$ cat config.mk
export PLATFORM = sky130hd
export DESIGN_NAME = evcap_top
export DESIGN_NICKNAME = d
export VERILOG_FILES = /design/src/common/evcap_pkg.sv /design/src/design/evcap_top.sv /design/src/design/evcap_flag_reg.sv /design/src/design/evcap_delay_timer.sv
export VERILOG_INCLUDE_DIRS = /design/src /design/src/common
export SDC_FILE = /design/constraint.sdc
export NUM_CORES = 1
export LEC_CHECK = 0
export ABC_AREA = 1
export BUFFER_PORTS_ARGS = -buffer_cell sky130_fd_sc_hd__buf_2
export CAP_MARGIN = 5
export CORE_AREA = 2 2 77 133
export DETAILED_ROUTE_END_ITERATION = 10
export DIE_AREA = 0 0 79 135
export PLACE_DENSITY = 0.59
export REMOVE_ABC_BUFFERS = 1
export SYNTH_ARGS = -nofsm -noshare
export SYNTH_HDL_FRONTEND = slang
export SYNTH_HIERARCHICAL = 1
export SYNTH_SLANG_ARGS = --single-unit
$ cat constraint.sdc
create_clock -name ref_clk_i -period 3.2 [get_ports ref_clk_i]
set_clock_uncertainty 0.15 [all_clocks]
set_input_delay 0.16 -clock ref_clk_i [delete_from_list [all_inputs] [get_ports ref_clk_i]]
set_output_delay 0.16 -clock ref_clk_i [all_outputs]
set_load 0.02 [all_outputs]
$ cat src/common/evcap_defs.svh
// event capture block: register offsets, field positions, reset values, timing counts
// assumes inclusion by bare name from package and design files
`ifndef EVCAP_DEFS_SVH
`define EVCAP_DEFS_SVH

// register offsets
`define EVCAP_OFS_SYS_EN      7'h04
`define EVCAP_OFS_SUP_EN      7'h1C
`define EVCAP_OFS_TRX_EN      7'h23
`define EVCAP_OFS_GLOBAL      7'h60
`define EVCAP_OFS_SYS_FLAGS   7'h61
`define EVCAP_OFS_SUP_FLAGS   7'h62
`define EVCAP_OFS_TRX_FLAGS   7'h63

// system event bits
`define EVCAP_BIT_POWER_ON    4
`define EVCAP_BIT_OVERTEMP    2
`define EVCAP_BIT_SERIAL      1
`define EVCAP_BIT_WATCHDOG    0
// supply event bits
`define EVCAP_BIT_UNDERVOLT   0
// transceiver event bits
`define EVCAP_BIT_SILENCE     4
`define EVCAP_BIT_CANFAIL     1
`define EVCAP_BIT_CANWAKE     0
// global summary bits
`define EVCAP_BIT_TRX_PEND    2
`define EVCAP_BIT_SUP_PEND    1
`define EVCAP_BIT_SYS_PEND    0

// writable masks per register
`define EVCAP_MASK_SYS_FLAGS  8'h17
`define EVCAP_MASK_SUP_FLAGS  8'h01
`define EVCAP_MASK_TRX_FLAGS  8'h13
`define EVCAP_MASK_SYS_EN     8'h06
`define EVCAP_MASK_SUP_EN     8'h01
`define EVCAP_MASK_TRX_EN     8'h13

// reset values
`define EVCAP_RST_EN          8'h00
`define EVCAP_RST_FLAGS       8'h00

// event delay time in device clock cycles
`define EVCAP_DELAY_CYCLES    16'd1000
`define EVCAP_DELAY_WIDTH     16

`endif

$ cat src/common/evcap_pkg.sv
// event capture block: shared types
// assumes evcap_defs.svh on the include path
`include "evcap_defs.svh"

package evcap_pkg;
  typedef logic [7:0] evcap_byte_type;
  typedef logic [6:0] evcap_addr_type;
  typedef enum logic [1:0] {
    evcap_pin_idle,
    evcap_pin_alert,
    evcap_pin_delay
  } evcap_pin_state_type;
endpackage

$ cat src/design/evcap_top.sv
// event capture and receive-pin signalling for a CAN system basis chip
// assumes event inputs are one-cycle pulses from the watchdog, supply, mode and serial logic
`timescale 1ns/1ps
`default_nettype none
`include "evcap_defs.svh"

module evcap_top (
  // clock and reset
  input wire logic ref_clk_i,
  input wire logic reset_i,
  // register port
  input wire logic reg_wr_i,
  input wire logic reg_rd_i,
  input wire logic [6:0] reg_addr_i,
  input wire logic [7:0] reg_wdata_i,
  output logic [7:0] reg_rdata_o,
  // system mode state
  input wire logic mode_off_i,
  input wire logic mode_reset_i,
  input wire logic mode_overtemp_i,
  input wire logic supply_active_i,
  input wire logic can_offline_i,
  input wire logic bus_active_i,
  // event sources
  input wire logic overtemp_warn_i,
  input wire logic serial_count_err_i,
  input wire logic serial_code_err_i,
  input wire logic serial_locked_wr_i,
  input wire logic wd_overflow_i,
  input wire logic wd_early_i,
  input wire logic wd_window_mode_i,
  input wire logic regulated_supply_low_i,
  input wire logic silence_timeout_i,
  input wire logic can_deact_undervolt_i,
  input wire logic can_deact_txd_clamp_i,
  input wire logic can_wake_i,
  // pins and status
  output logic rxd_o,
  output logic system_reset_out_low_o,
  output logic v1_low_status_o,
  output logic wd_reset_req_o
);
  import evcap_pkg::*;

  ////////////////////////////////////////////////////////////////////////
  // address decode

  function automatic logic hit(input logic [6:0] a, input logic [6:0] ofs);
    hit = (a == ofs);
  endfunction

  wire wr_sys_en = reg_wr_i && hit(reg_addr_i, `EVCAP_OFS_SYS_EN);
  wire wr_sup_en = reg_wr_i && hit(reg_addr_i, `EVCAP_OFS_SUP_EN);
  wire wr_trx_en = reg_wr_i && hit(reg_addr_i, `EVCAP_OFS_TRX_EN);
  wire wr_sys_fl = reg_wr_i && hit(reg_addr_i, `EVCAP_OFS_SYS_FLAGS);
  wire wr_sup_fl = reg_wr_i && hit(reg_addr_i, `EVCAP_OFS_SUP_FLAGS);
  wire wr_trx_fl = reg_wr_i && hit(reg_addr_i, `EVCAP_OFS_TRX_FLAGS);

  ////////////////////////////////////////////////////////////////////////
  // capture enables

  evcap_byte_type sys_en_q;
  evcap_byte_type sup_en_q;
  evcap_byte_type trx_en_q;

  always_ff @(posedge ref_clk_i) begin
    if (reset_i) begin
      sys_en_q <= `EVCAP_RST_EN;
      sup_en_q <= `EVCAP_RST_EN;
      trx_en_q <= `EVCAP_RST_EN;
    end else begin
      if (wr_sys_en) sys_en_q <= reg_wdata_i & `EVCAP_MASK_SYS_EN;
      if (wr_sup_en) sup_en_q <= reg_wdata_i & `EVCAP_MASK_SUP_EN;
      if (wr_trx_en) trx_en_q <= reg_wdata_i & `EVCAP_MASK_TRX_EN;
    end
  end

  wire overtemp_capture_en = sys_en_q[`EVCAP_BIT_OVERTEMP];
  wire serial_fault_capture_en = sys_en_q[`EVCAP_BIT_SERIAL];
  wire undervolt_capture_en = sup_en_q[`EVCAP_BIT_UNDERVOLT];
  wire bus_silence_capture_en = trx_en_q[`EVCAP_BIT_SILENCE];
  wire can_failure_capture_en = trx_en_q[`EVCAP_BIT_CANFAIL];
  wire can_wake_capture_en = trx_en_q[`EVCAP_BIT_CANWAKE];

  ////////////////////////////////////////////////////////////////////////
  // event qualification

  // power-on: leaving Off mode, caught by the registered mode level
  logic off_q;
  logic rst_low_q;
  logic wd_fault_seen;

  always_ff @(posedge ref_clk_i) begin
    if (reset_i) begin
      off_q <= 1'b1;
    end else begin
      off_q <= mode_off_i;
    end
  end

  wire power_on_evt = off_q && !mode_off_i;
  wire serial_evt = serial_count_err_i || serial_code_err_i || serial_locked_wr_i;
  wire wd_evt = wd_overflow_i || (wd_window_mode_i && wd_early_i);
  // silence armed only once the bus is seen active while the enable is set
  logic silence_armed_q;
  always_ff @(posedge ref_clk_i) begin
    if (reset_i) begin
      silence_armed_q <= 1'b0;
    end else begin
      silence_armed_q <= bus_silence_capture_en && (bus_active_i || silence_armed_q);
    end
  end
  wire silence_evt = silence_armed_q && silence_timeout_i;
  wire canfail_evt = can_deact_undervolt_i || can_deact_txd_clamp_i || regulated_supply_low_i;
  wire wake_evt = can_wake_i && can_offline_i;
  // undervolt only counts while the regulator is up, any threshold selection
  wire undervolt_evt = regulated_supply_low_i && supply_active_i;

  wire [7:0] sys_set = ({7'h00, power_on_evt} << `EVCAP_BIT_POWER_ON)
                     | ({7'h00, overtemp_warn_i && overtemp_capture_en} << `EVCAP_BIT_OVERTEMP)
                     | ({7'h00, serial_evt && serial_fault_capture_en} << `EVCAP_BIT_SERIAL)
                     | ({7'h00, wd_evt} << `EVCAP_BIT_WATCHDOG);
  wire [7:0] sup_set = {7'h00, undervolt_evt && undervolt_capture_en};
  wire [7:0] trx_set = ({7'h00, silence_evt} << `EVCAP_BIT_SILENCE)
                     | ({7'h00, canfail_evt && can_failure_capture_en} << `EVCAP_BIT_CANFAIL)
                     | ({7'h00, wake_evt && can_wake_capture_en} << `EVCAP_BIT_CANWAKE);

  ////////////////////////////////////////////////////////////////////////
  // flag registers

  evcap_byte_type sys_flags;
  evcap_byte_type sup_flags;
  evcap_byte_type trx_flags;
  logic sys_clr;
  logic sup_clr;
  logic trx_clr;

  evcap_flag_reg u_sys_flags (
    .ref_clk_i(ref_clk_i),
    .reset_i(reset_i),
    .set_i(sys_set),
    .clear_wr_i(wr_sys_fl),
    .clear_data_i(reg_wdata_i),
    .mask_i(`EVCAP_MASK_SYS_FLAGS),
    .flags_o(sys_flags),
    .cleared_o(sys_clr)
  );

  evcap_flag_reg u_sup_flags (
    .ref_clk_i(ref_clk_i),
    .reset_i(reset_i),
    .set_i(sup_set),
    .clear_wr_i(wr_sup_fl),
    .clear_data_i(reg_wdata_i),
    .mask_i(`EVCAP_MASK_SUP_FLAGS),
    .flags_o(sup_flags),
    .cleared_o(sup_clr)
  );

  evcap_flag_reg u_trx_flags (
    .ref_clk_i(ref_clk_i),
    .reset_i(reset_i),
    .set_i(trx_set),
    .clear_wr_i(wr_trx_fl),
    .clear_data_i(reg_wdata_i),
    .mask_i(`EVCAP_MASK_TRX_FLAGS),
    .flags_o(trx_flags),
    .cleared_o(trx_clr)
  );

  wire transceiver_pending = |trx_flags;
  wire supply_pending = |sup_flags;
  wire system_pending = |sys_flags;
  wire any_pending = transceiver_pending || supply_pending || system_pending;
  wire any_cleared = sys_clr || sup_clr || trx_clr;

  ////////////////////////////////////////////////////////////////////////
  // reset output and delay timer

  wire reset_low_d = mode_reset_i || mode_overtemp_i || mode_off_i;
  // pin level in its own flop: edge detector wants the request, the pin its inverse
  logic rst_pin_q;
  always_ff @(posedge ref_clk_i) begin
    if (reset_i) begin
      rst_low_q <= 1'b1;
      rst_pin_q <= 1'b0;
    end else begin
      rst_low_q <= reset_low_d;
      rst_pin_q <= !reset_low_d;
    end
  end
  // falling edge of the pin: internal low-request rising
  wire rst_fall = reset_low_d && !rst_low_q;

  logic timer_run;
  logic timer_exp;
  evcap_delay_timer u_timer (
    .ref_clk_i(ref_clk_i),
    .reset_i(reset_i),
    .start_i(any_cleared),
    .stop_i(rst_fall),
    .running_o(timer_run),
    .expire_o(timer_exp)
  );

  ////////////////////////////////////////////////////////////////////////
  // receive pin

  wire signal_ok = can_offline_i && supply_active_i;
  logic rxd_q;
  logic rxd_d;
  // pin held high while timer runs; new events only show after expiry or a stop by the reset pin falling
  assign rxd_d = any_cleared ? 1'b1 :
                 timer_run ? 1'b1 :
                 !(signal_ok && any_pending);

  always_ff @(posedge ref_clk_i) begin
    if (reset_i) begin
      rxd_q <= 1'b1;
    end else begin
      rxd_q <= rxd_d;
    end
  end

  ////////////////////////////////////////////////////////////////////////
  // read path and status

  evcap_byte_type rdata_d;
  evcap_byte_type rdata_q;
  assign rdata_d = hit(reg_addr_i, `EVCAP_OFS_SYS_EN) ? sys_en_q :
                   hit(reg_addr_i, `EVCAP_OFS_SUP_EN) ? sup_en_q :
                   hit(reg_addr_i, `EVCAP_OFS_TRX_EN) ? trx_en_q :
                   hit(reg_addr_i, `EVCAP_OFS_GLOBAL) ?
                     {5'h00, transceiver_pending, supply_pending, system_pending} :
                   hit(reg_addr_i, `EVCAP_OFS_SYS_FLAGS) ? sys_flags :
                   hit(reg_addr_i, `EVCAP_OFS_SUP_FLAGS) ? sup_flags :
                   hit(reg_addr_i, `EVCAP_OFS_TRX_FLAGS) ? trx_flags : 8'h00;

  // any fault in window mode resets at once; outside it a timeout only with a fault already pending
  assign wd_fault_seen = sys_flags[`EVCAP_BIT_WATCHDOG];
  wire wd_reset_d = wd_evt && (wd_window_mode_i || wd_fault_seen);

  logic v1_low_q;
  logic wd_reset_q;
  always_ff @(posedge ref_clk_i) begin
    if (reset_i) begin
      rdata_q <= 8'h00;
      v1_low_q <= 1'b0;
      wd_reset_q <= 1'b0;
    end else begin
      if (reg_rd_i) rdata_q <= rdata_d;
      v1_low_q <= regulated_supply_low_i;
      wd_reset_q <= wd_reset_d;
    end
  end

  assign reg_rdata_o = rdata_q;
  assign rxd_o = rxd_q;
  assign system_reset_out_low_o = rst_pin_q;
  assign v1_low_status_o = v1_low_q;
  assign wd_reset_req_o = wd_reset_q;

  ////////////////////////////////////////////////////////////////////////
  // checks

  // cycles the delay timer has run since its last start, for the length check
  logic [`EVCAP_DELAY_WIDTH-1:0] run_len_q;
  always_ff @(posedge ref_clk_i) begin
    if (reset_i || any_cleared || !timer_run) begin
      run_len_q <= '0;
    end else begin
      run_len_q <= run_len_q + `EVCAP_DELAY_WIDTH'(1);
    end
  end
endmodule

`default_nettype wire

$ cat src/design/evcap_flag_reg.sv
// one write-one-to-clear event flag byte with a fixed bit mask; capture gating is done by the caller
// assumes synchronous reset and one-cycle event and write pulses
`timescale 1ns/1ps
`default_nettype none
`include "evcap_defs.svh"

module evcap_flag_reg (
  // clock and reset
  input wire logic ref_clk_i,
  input wire logic reset_i,
  // events, already qualified by their enables
  input wire logic [7:0] set_i,
  // clear access
  input wire logic clear_wr_i,
  input wire logic [7:0] clear_data_i,
  input wire logic [7:0] mask_i,
  // state
  output logic [7:0] flags_o,
  output logic cleared_o
);
  logic [7:0] flags_q;
  logic [7:0] flags_d;
  wire [7:0] clr_bits = clear_wr_i ? (clear_data_i & mask_i) : 8'h00;

  // set wins over clear in the same cycle
  assign flags_d = ((flags_q & ~clr_bits) | set_i) & mask_i;
  // any set bit hit by a one counts as a clearing
  assign cleared_o = |(clr_bits & flags_q);
  assign flags_o = flags_q;

  always_ff @(posedge ref_clk_i) begin
    if (reset_i) begin
      flags_q <= `EVCAP_RST_FLAGS;
    end else begin
      flags_q <= flags_d;
    end
  end
endmodule

`default_nettype wire

$ cat src/design/evcap_delay_timer.sv
// event delay timer: counts down after a flag is cleared
// assumes start and stop are one-cycle pulses; stop wins
`timescale 1ns/1ps
`default_nettype none
`include "evcap_defs.svh"

module evcap_delay_timer (
  // clock and reset
  input wire logic ref_clk_i,
  input wire logic reset_i,
  // control
  input wire logic start_i,
  input wire logic stop_i,
  // state
  output logic running_o,
  output logic expire_o
);
  logic [`EVCAP_DELAY_WIDTH-1:0] count_q;
  logic [`EVCAP_DELAY_WIDTH-1:0] count_d;
  logic running_q;
  logic expire_q;
  wire last_tick = running_q && (count_q == `EVCAP_DELAY_WIDTH'(1));

  assign count_d = stop_i ? '0 :
                   start_i ? `EVCAP_DELAY_CYCLES :
                   running_q ? count_q - `EVCAP_DELAY_WIDTH'(1) : count_q;
  assign running_o = running_q;
  assign expire_o = expire_q;

  always_ff @(posedge ref_clk_i) begin
    if (reset_i) begin
      count_q <= '0;
      running_q <= 1'b0;
      expire_q <= 1'b0;
    end else begin
      count_q <= count_d;
      running_q <= !stop_i && (start_i || (running_q && !last_tick));
      expire_q <= !stop_i && !start_i && last_tick;
    end
  end
endmodule

`default_nettype wire

==> results.yml <==
die:
  die_w_um: 79
  start_util: 0.389
  pin_count: 49
  core_sq_um: 9530
  die_y_um: 135
  row_count: 47
  dieArea_sq_um: 10700
final_layout:
  nets: 720
  final_layout_size_suffix_gt1_frac: 0.193
  layout-area-overhead-vs-synth_pct: 28.3
  n_antenna_cell: 0
cts:
  cts_resized: 0
  cts-root-buf: "clkbuf_16"
  path_clk_slew_ns: 0.06
  post_cts_buffers: 0
  cts_buffers: 9
  clkSinkCount: 62
  htreeDepth: 3
  clockBufferDepth: 2
  insertion_delay_ns: 0.33
  cts_tree: "done"
power_and_ir_drop:
  finalPower_mw: 1.99
  cellLeakagePower_nw: 2.28
  power_density_nw_per_um2: 418
  ir_drop_v: 0.000253
worst_setup_path:
  start_kind: "input port"
  cp_num_buf_inv: 3
  worstSetupEndpointType: "flip-flop"
  crit_path_cell_trace: "buf_2 -> inv_2 -> nand2_4 -> nor2_8 -> nand2_4 -> nor2_1 -> nand4_1 -> nand2_1 -> nor2_1 -> nand2_1 -> or3_1 -> nor3_1 -> nand4_1 -> dlygate4sd3_1"
  crit_slowest_cell: "dlygate4sd3_1"
  critical_path_class: "input port to flip-flop"
  cp_data_arrival_time_ns: 2.52
  max_stage_delay_ns: 0.54
  cp.required_ns: 3.32
  cp_top_family: "simple AND/OR/NAND/NOR gates"
  cp_max_fo: 17
sta:
  tightest_slew_ns: 0.589
  finalSetupViolCount: 0
  min_period_ns: 2.39
  hold_viol: 0
  timing.setup.tns_ns: 0
  final_max_slew_viol_count: 0
  min_period_over_period: 0.747
  rsz0062_at_grt: "false"
  fmax_mhz: 418
  relSlewSlack: 0.606
worst_hold_path:
  hp-class: "input port to flip-flop"
detailed_routing:
  vias_per_cell: 4.62
  dr.pass1.iters: 4
  ant_nets: 0
  drt_iter0_markers: 169
  drt-total-wl_mm: 10.5
  vias: 3732
  avgRoutedWirePerCell_um: 13.0
  drc_errors: 0
yosys:
  syn_inst: 530
  netlist_area_sq_um: 3710
  syn_avg_cell_area_sq_um: 6.99
  yosysWarnings: 6
global_route:
  overflow: 0
  first_global_vias: 3707
  grt.total_usage: 0.211
  grt_first_pass_wirelength_mm: 17.3
  grt_max_degree: 18
  antenna_found_initial: 0
run:
  drv_cap: 0
placed_design:
  dp_hpwl_mm: 8.38
  io_buffers: 48
  gp_congestion: 0.920
status:
  status: "completed"
==> cells in the final DEF (no fill, tap or decap), drive strengths merged, types with 2 or more instances in the layout <==
| master | count |
|---|---|
| or2 | 4 |
| ha | 2 |
| dfxtp | 62 |
| nand4 | 29 |
| a21oi | 52 |
| clkbuf | 12 |
| o21ai | 15 |
| nand2 | 126 |
| nor2 | 94 |
| dlygate4sd3 | 12 |
| conb | 88 |
| nand3 | 62 |
| inv | 56 |
| nor3 | 8 |
| clkinv | 2 |
| buf | 51 |
==> worst paths after layout <==
kind	start	to	slack [ns]	cells past startpoint
hold / removal	wd_early_i	u_sys_flags/flags_o[0]	0.005	5
setup reg to reg	u_sys_flags/flags_o[4]	rxd_o	0.88	8
setup / recovery	reg_addr_i[4]	rxd_o	0.81	14
hold reg to reg	reg_rdata_o[0]	reg_rdata_o[0]	0.32	2
==> worst min-delay path, cell delays in order <==
cell and delay (ns):
buf_2 0.07, a21oi_1 0.06, inv_1 0.05, a21oi_1 0.03
nor2_1 0.07
==> routing by layer <==
metal | vias up | track usage | routed length, um
met2 | 57 | 0.410 | 6060
met4 | 0 | 0.0910 | 299
li1 | 1956 | - | -
met3 | 22 | 0.0381 | 266
met5 | - | 0 | 0
met1 | 1697 | 0.211 | 3900
==> layout make-up <==
type,count,area [sq um]
fillers,989,4770
multi-input cells,488,2450
flip-flops and latches,62,1240
repair buffers,63,383
clock buffers,12,267
inverters,57,215
well taps,122,153
clock inverters,3,42.5
==> flip-flops by register name (all words and copies together), names as in the netlist <==
register and flops:
off_q 1, u_timer/running_o 1, u_sys_flags/flags_o 8, sup_en_q 1
reg_rdata_o 8, system_reset_out_low_o 1, sys_en_q 2, u_sup_flags/flags_o 8
wd_reset_req_o 1, trx_en_q 3, u_trx_flags/flags_o 8, silence_armed_q 1
v1_low_status_o 1, rst_low_q 1, u_timer/count_q 16, rxd_o 1
==> per-stage QoR <==
step	util	area (sq um)	instances	hold WS (ns)	setup WS, ns
after global placement	0.454	4330	780	0.229	0.840
after detailed placement	0.454	4330	780	0.239	0.783
final	0.499	4760	807	0.00483	0.808
after floorplan	-	3910	607	0.0724	0.714
after global routing	0.499	4760	807	0.0297	0.611
after CTS	0.499	4760	807	0.00778	0.810
==> report_power, final <==
group          internal, mW  switching (mW)
registers             0.790          0.0177
logic                0.0600           0.119
clock network         0.660           0.340
==> what timing repair did <==
| item | in CTS | in global routing |
|---|---|---|
| endpoints found under the hold margin | 10 | 0 |
| hold buffers | 12 | 0 |
| setup endpoints to repair | 0 | 0 |
Note: power is estimated with default switching activity, not from simulation.
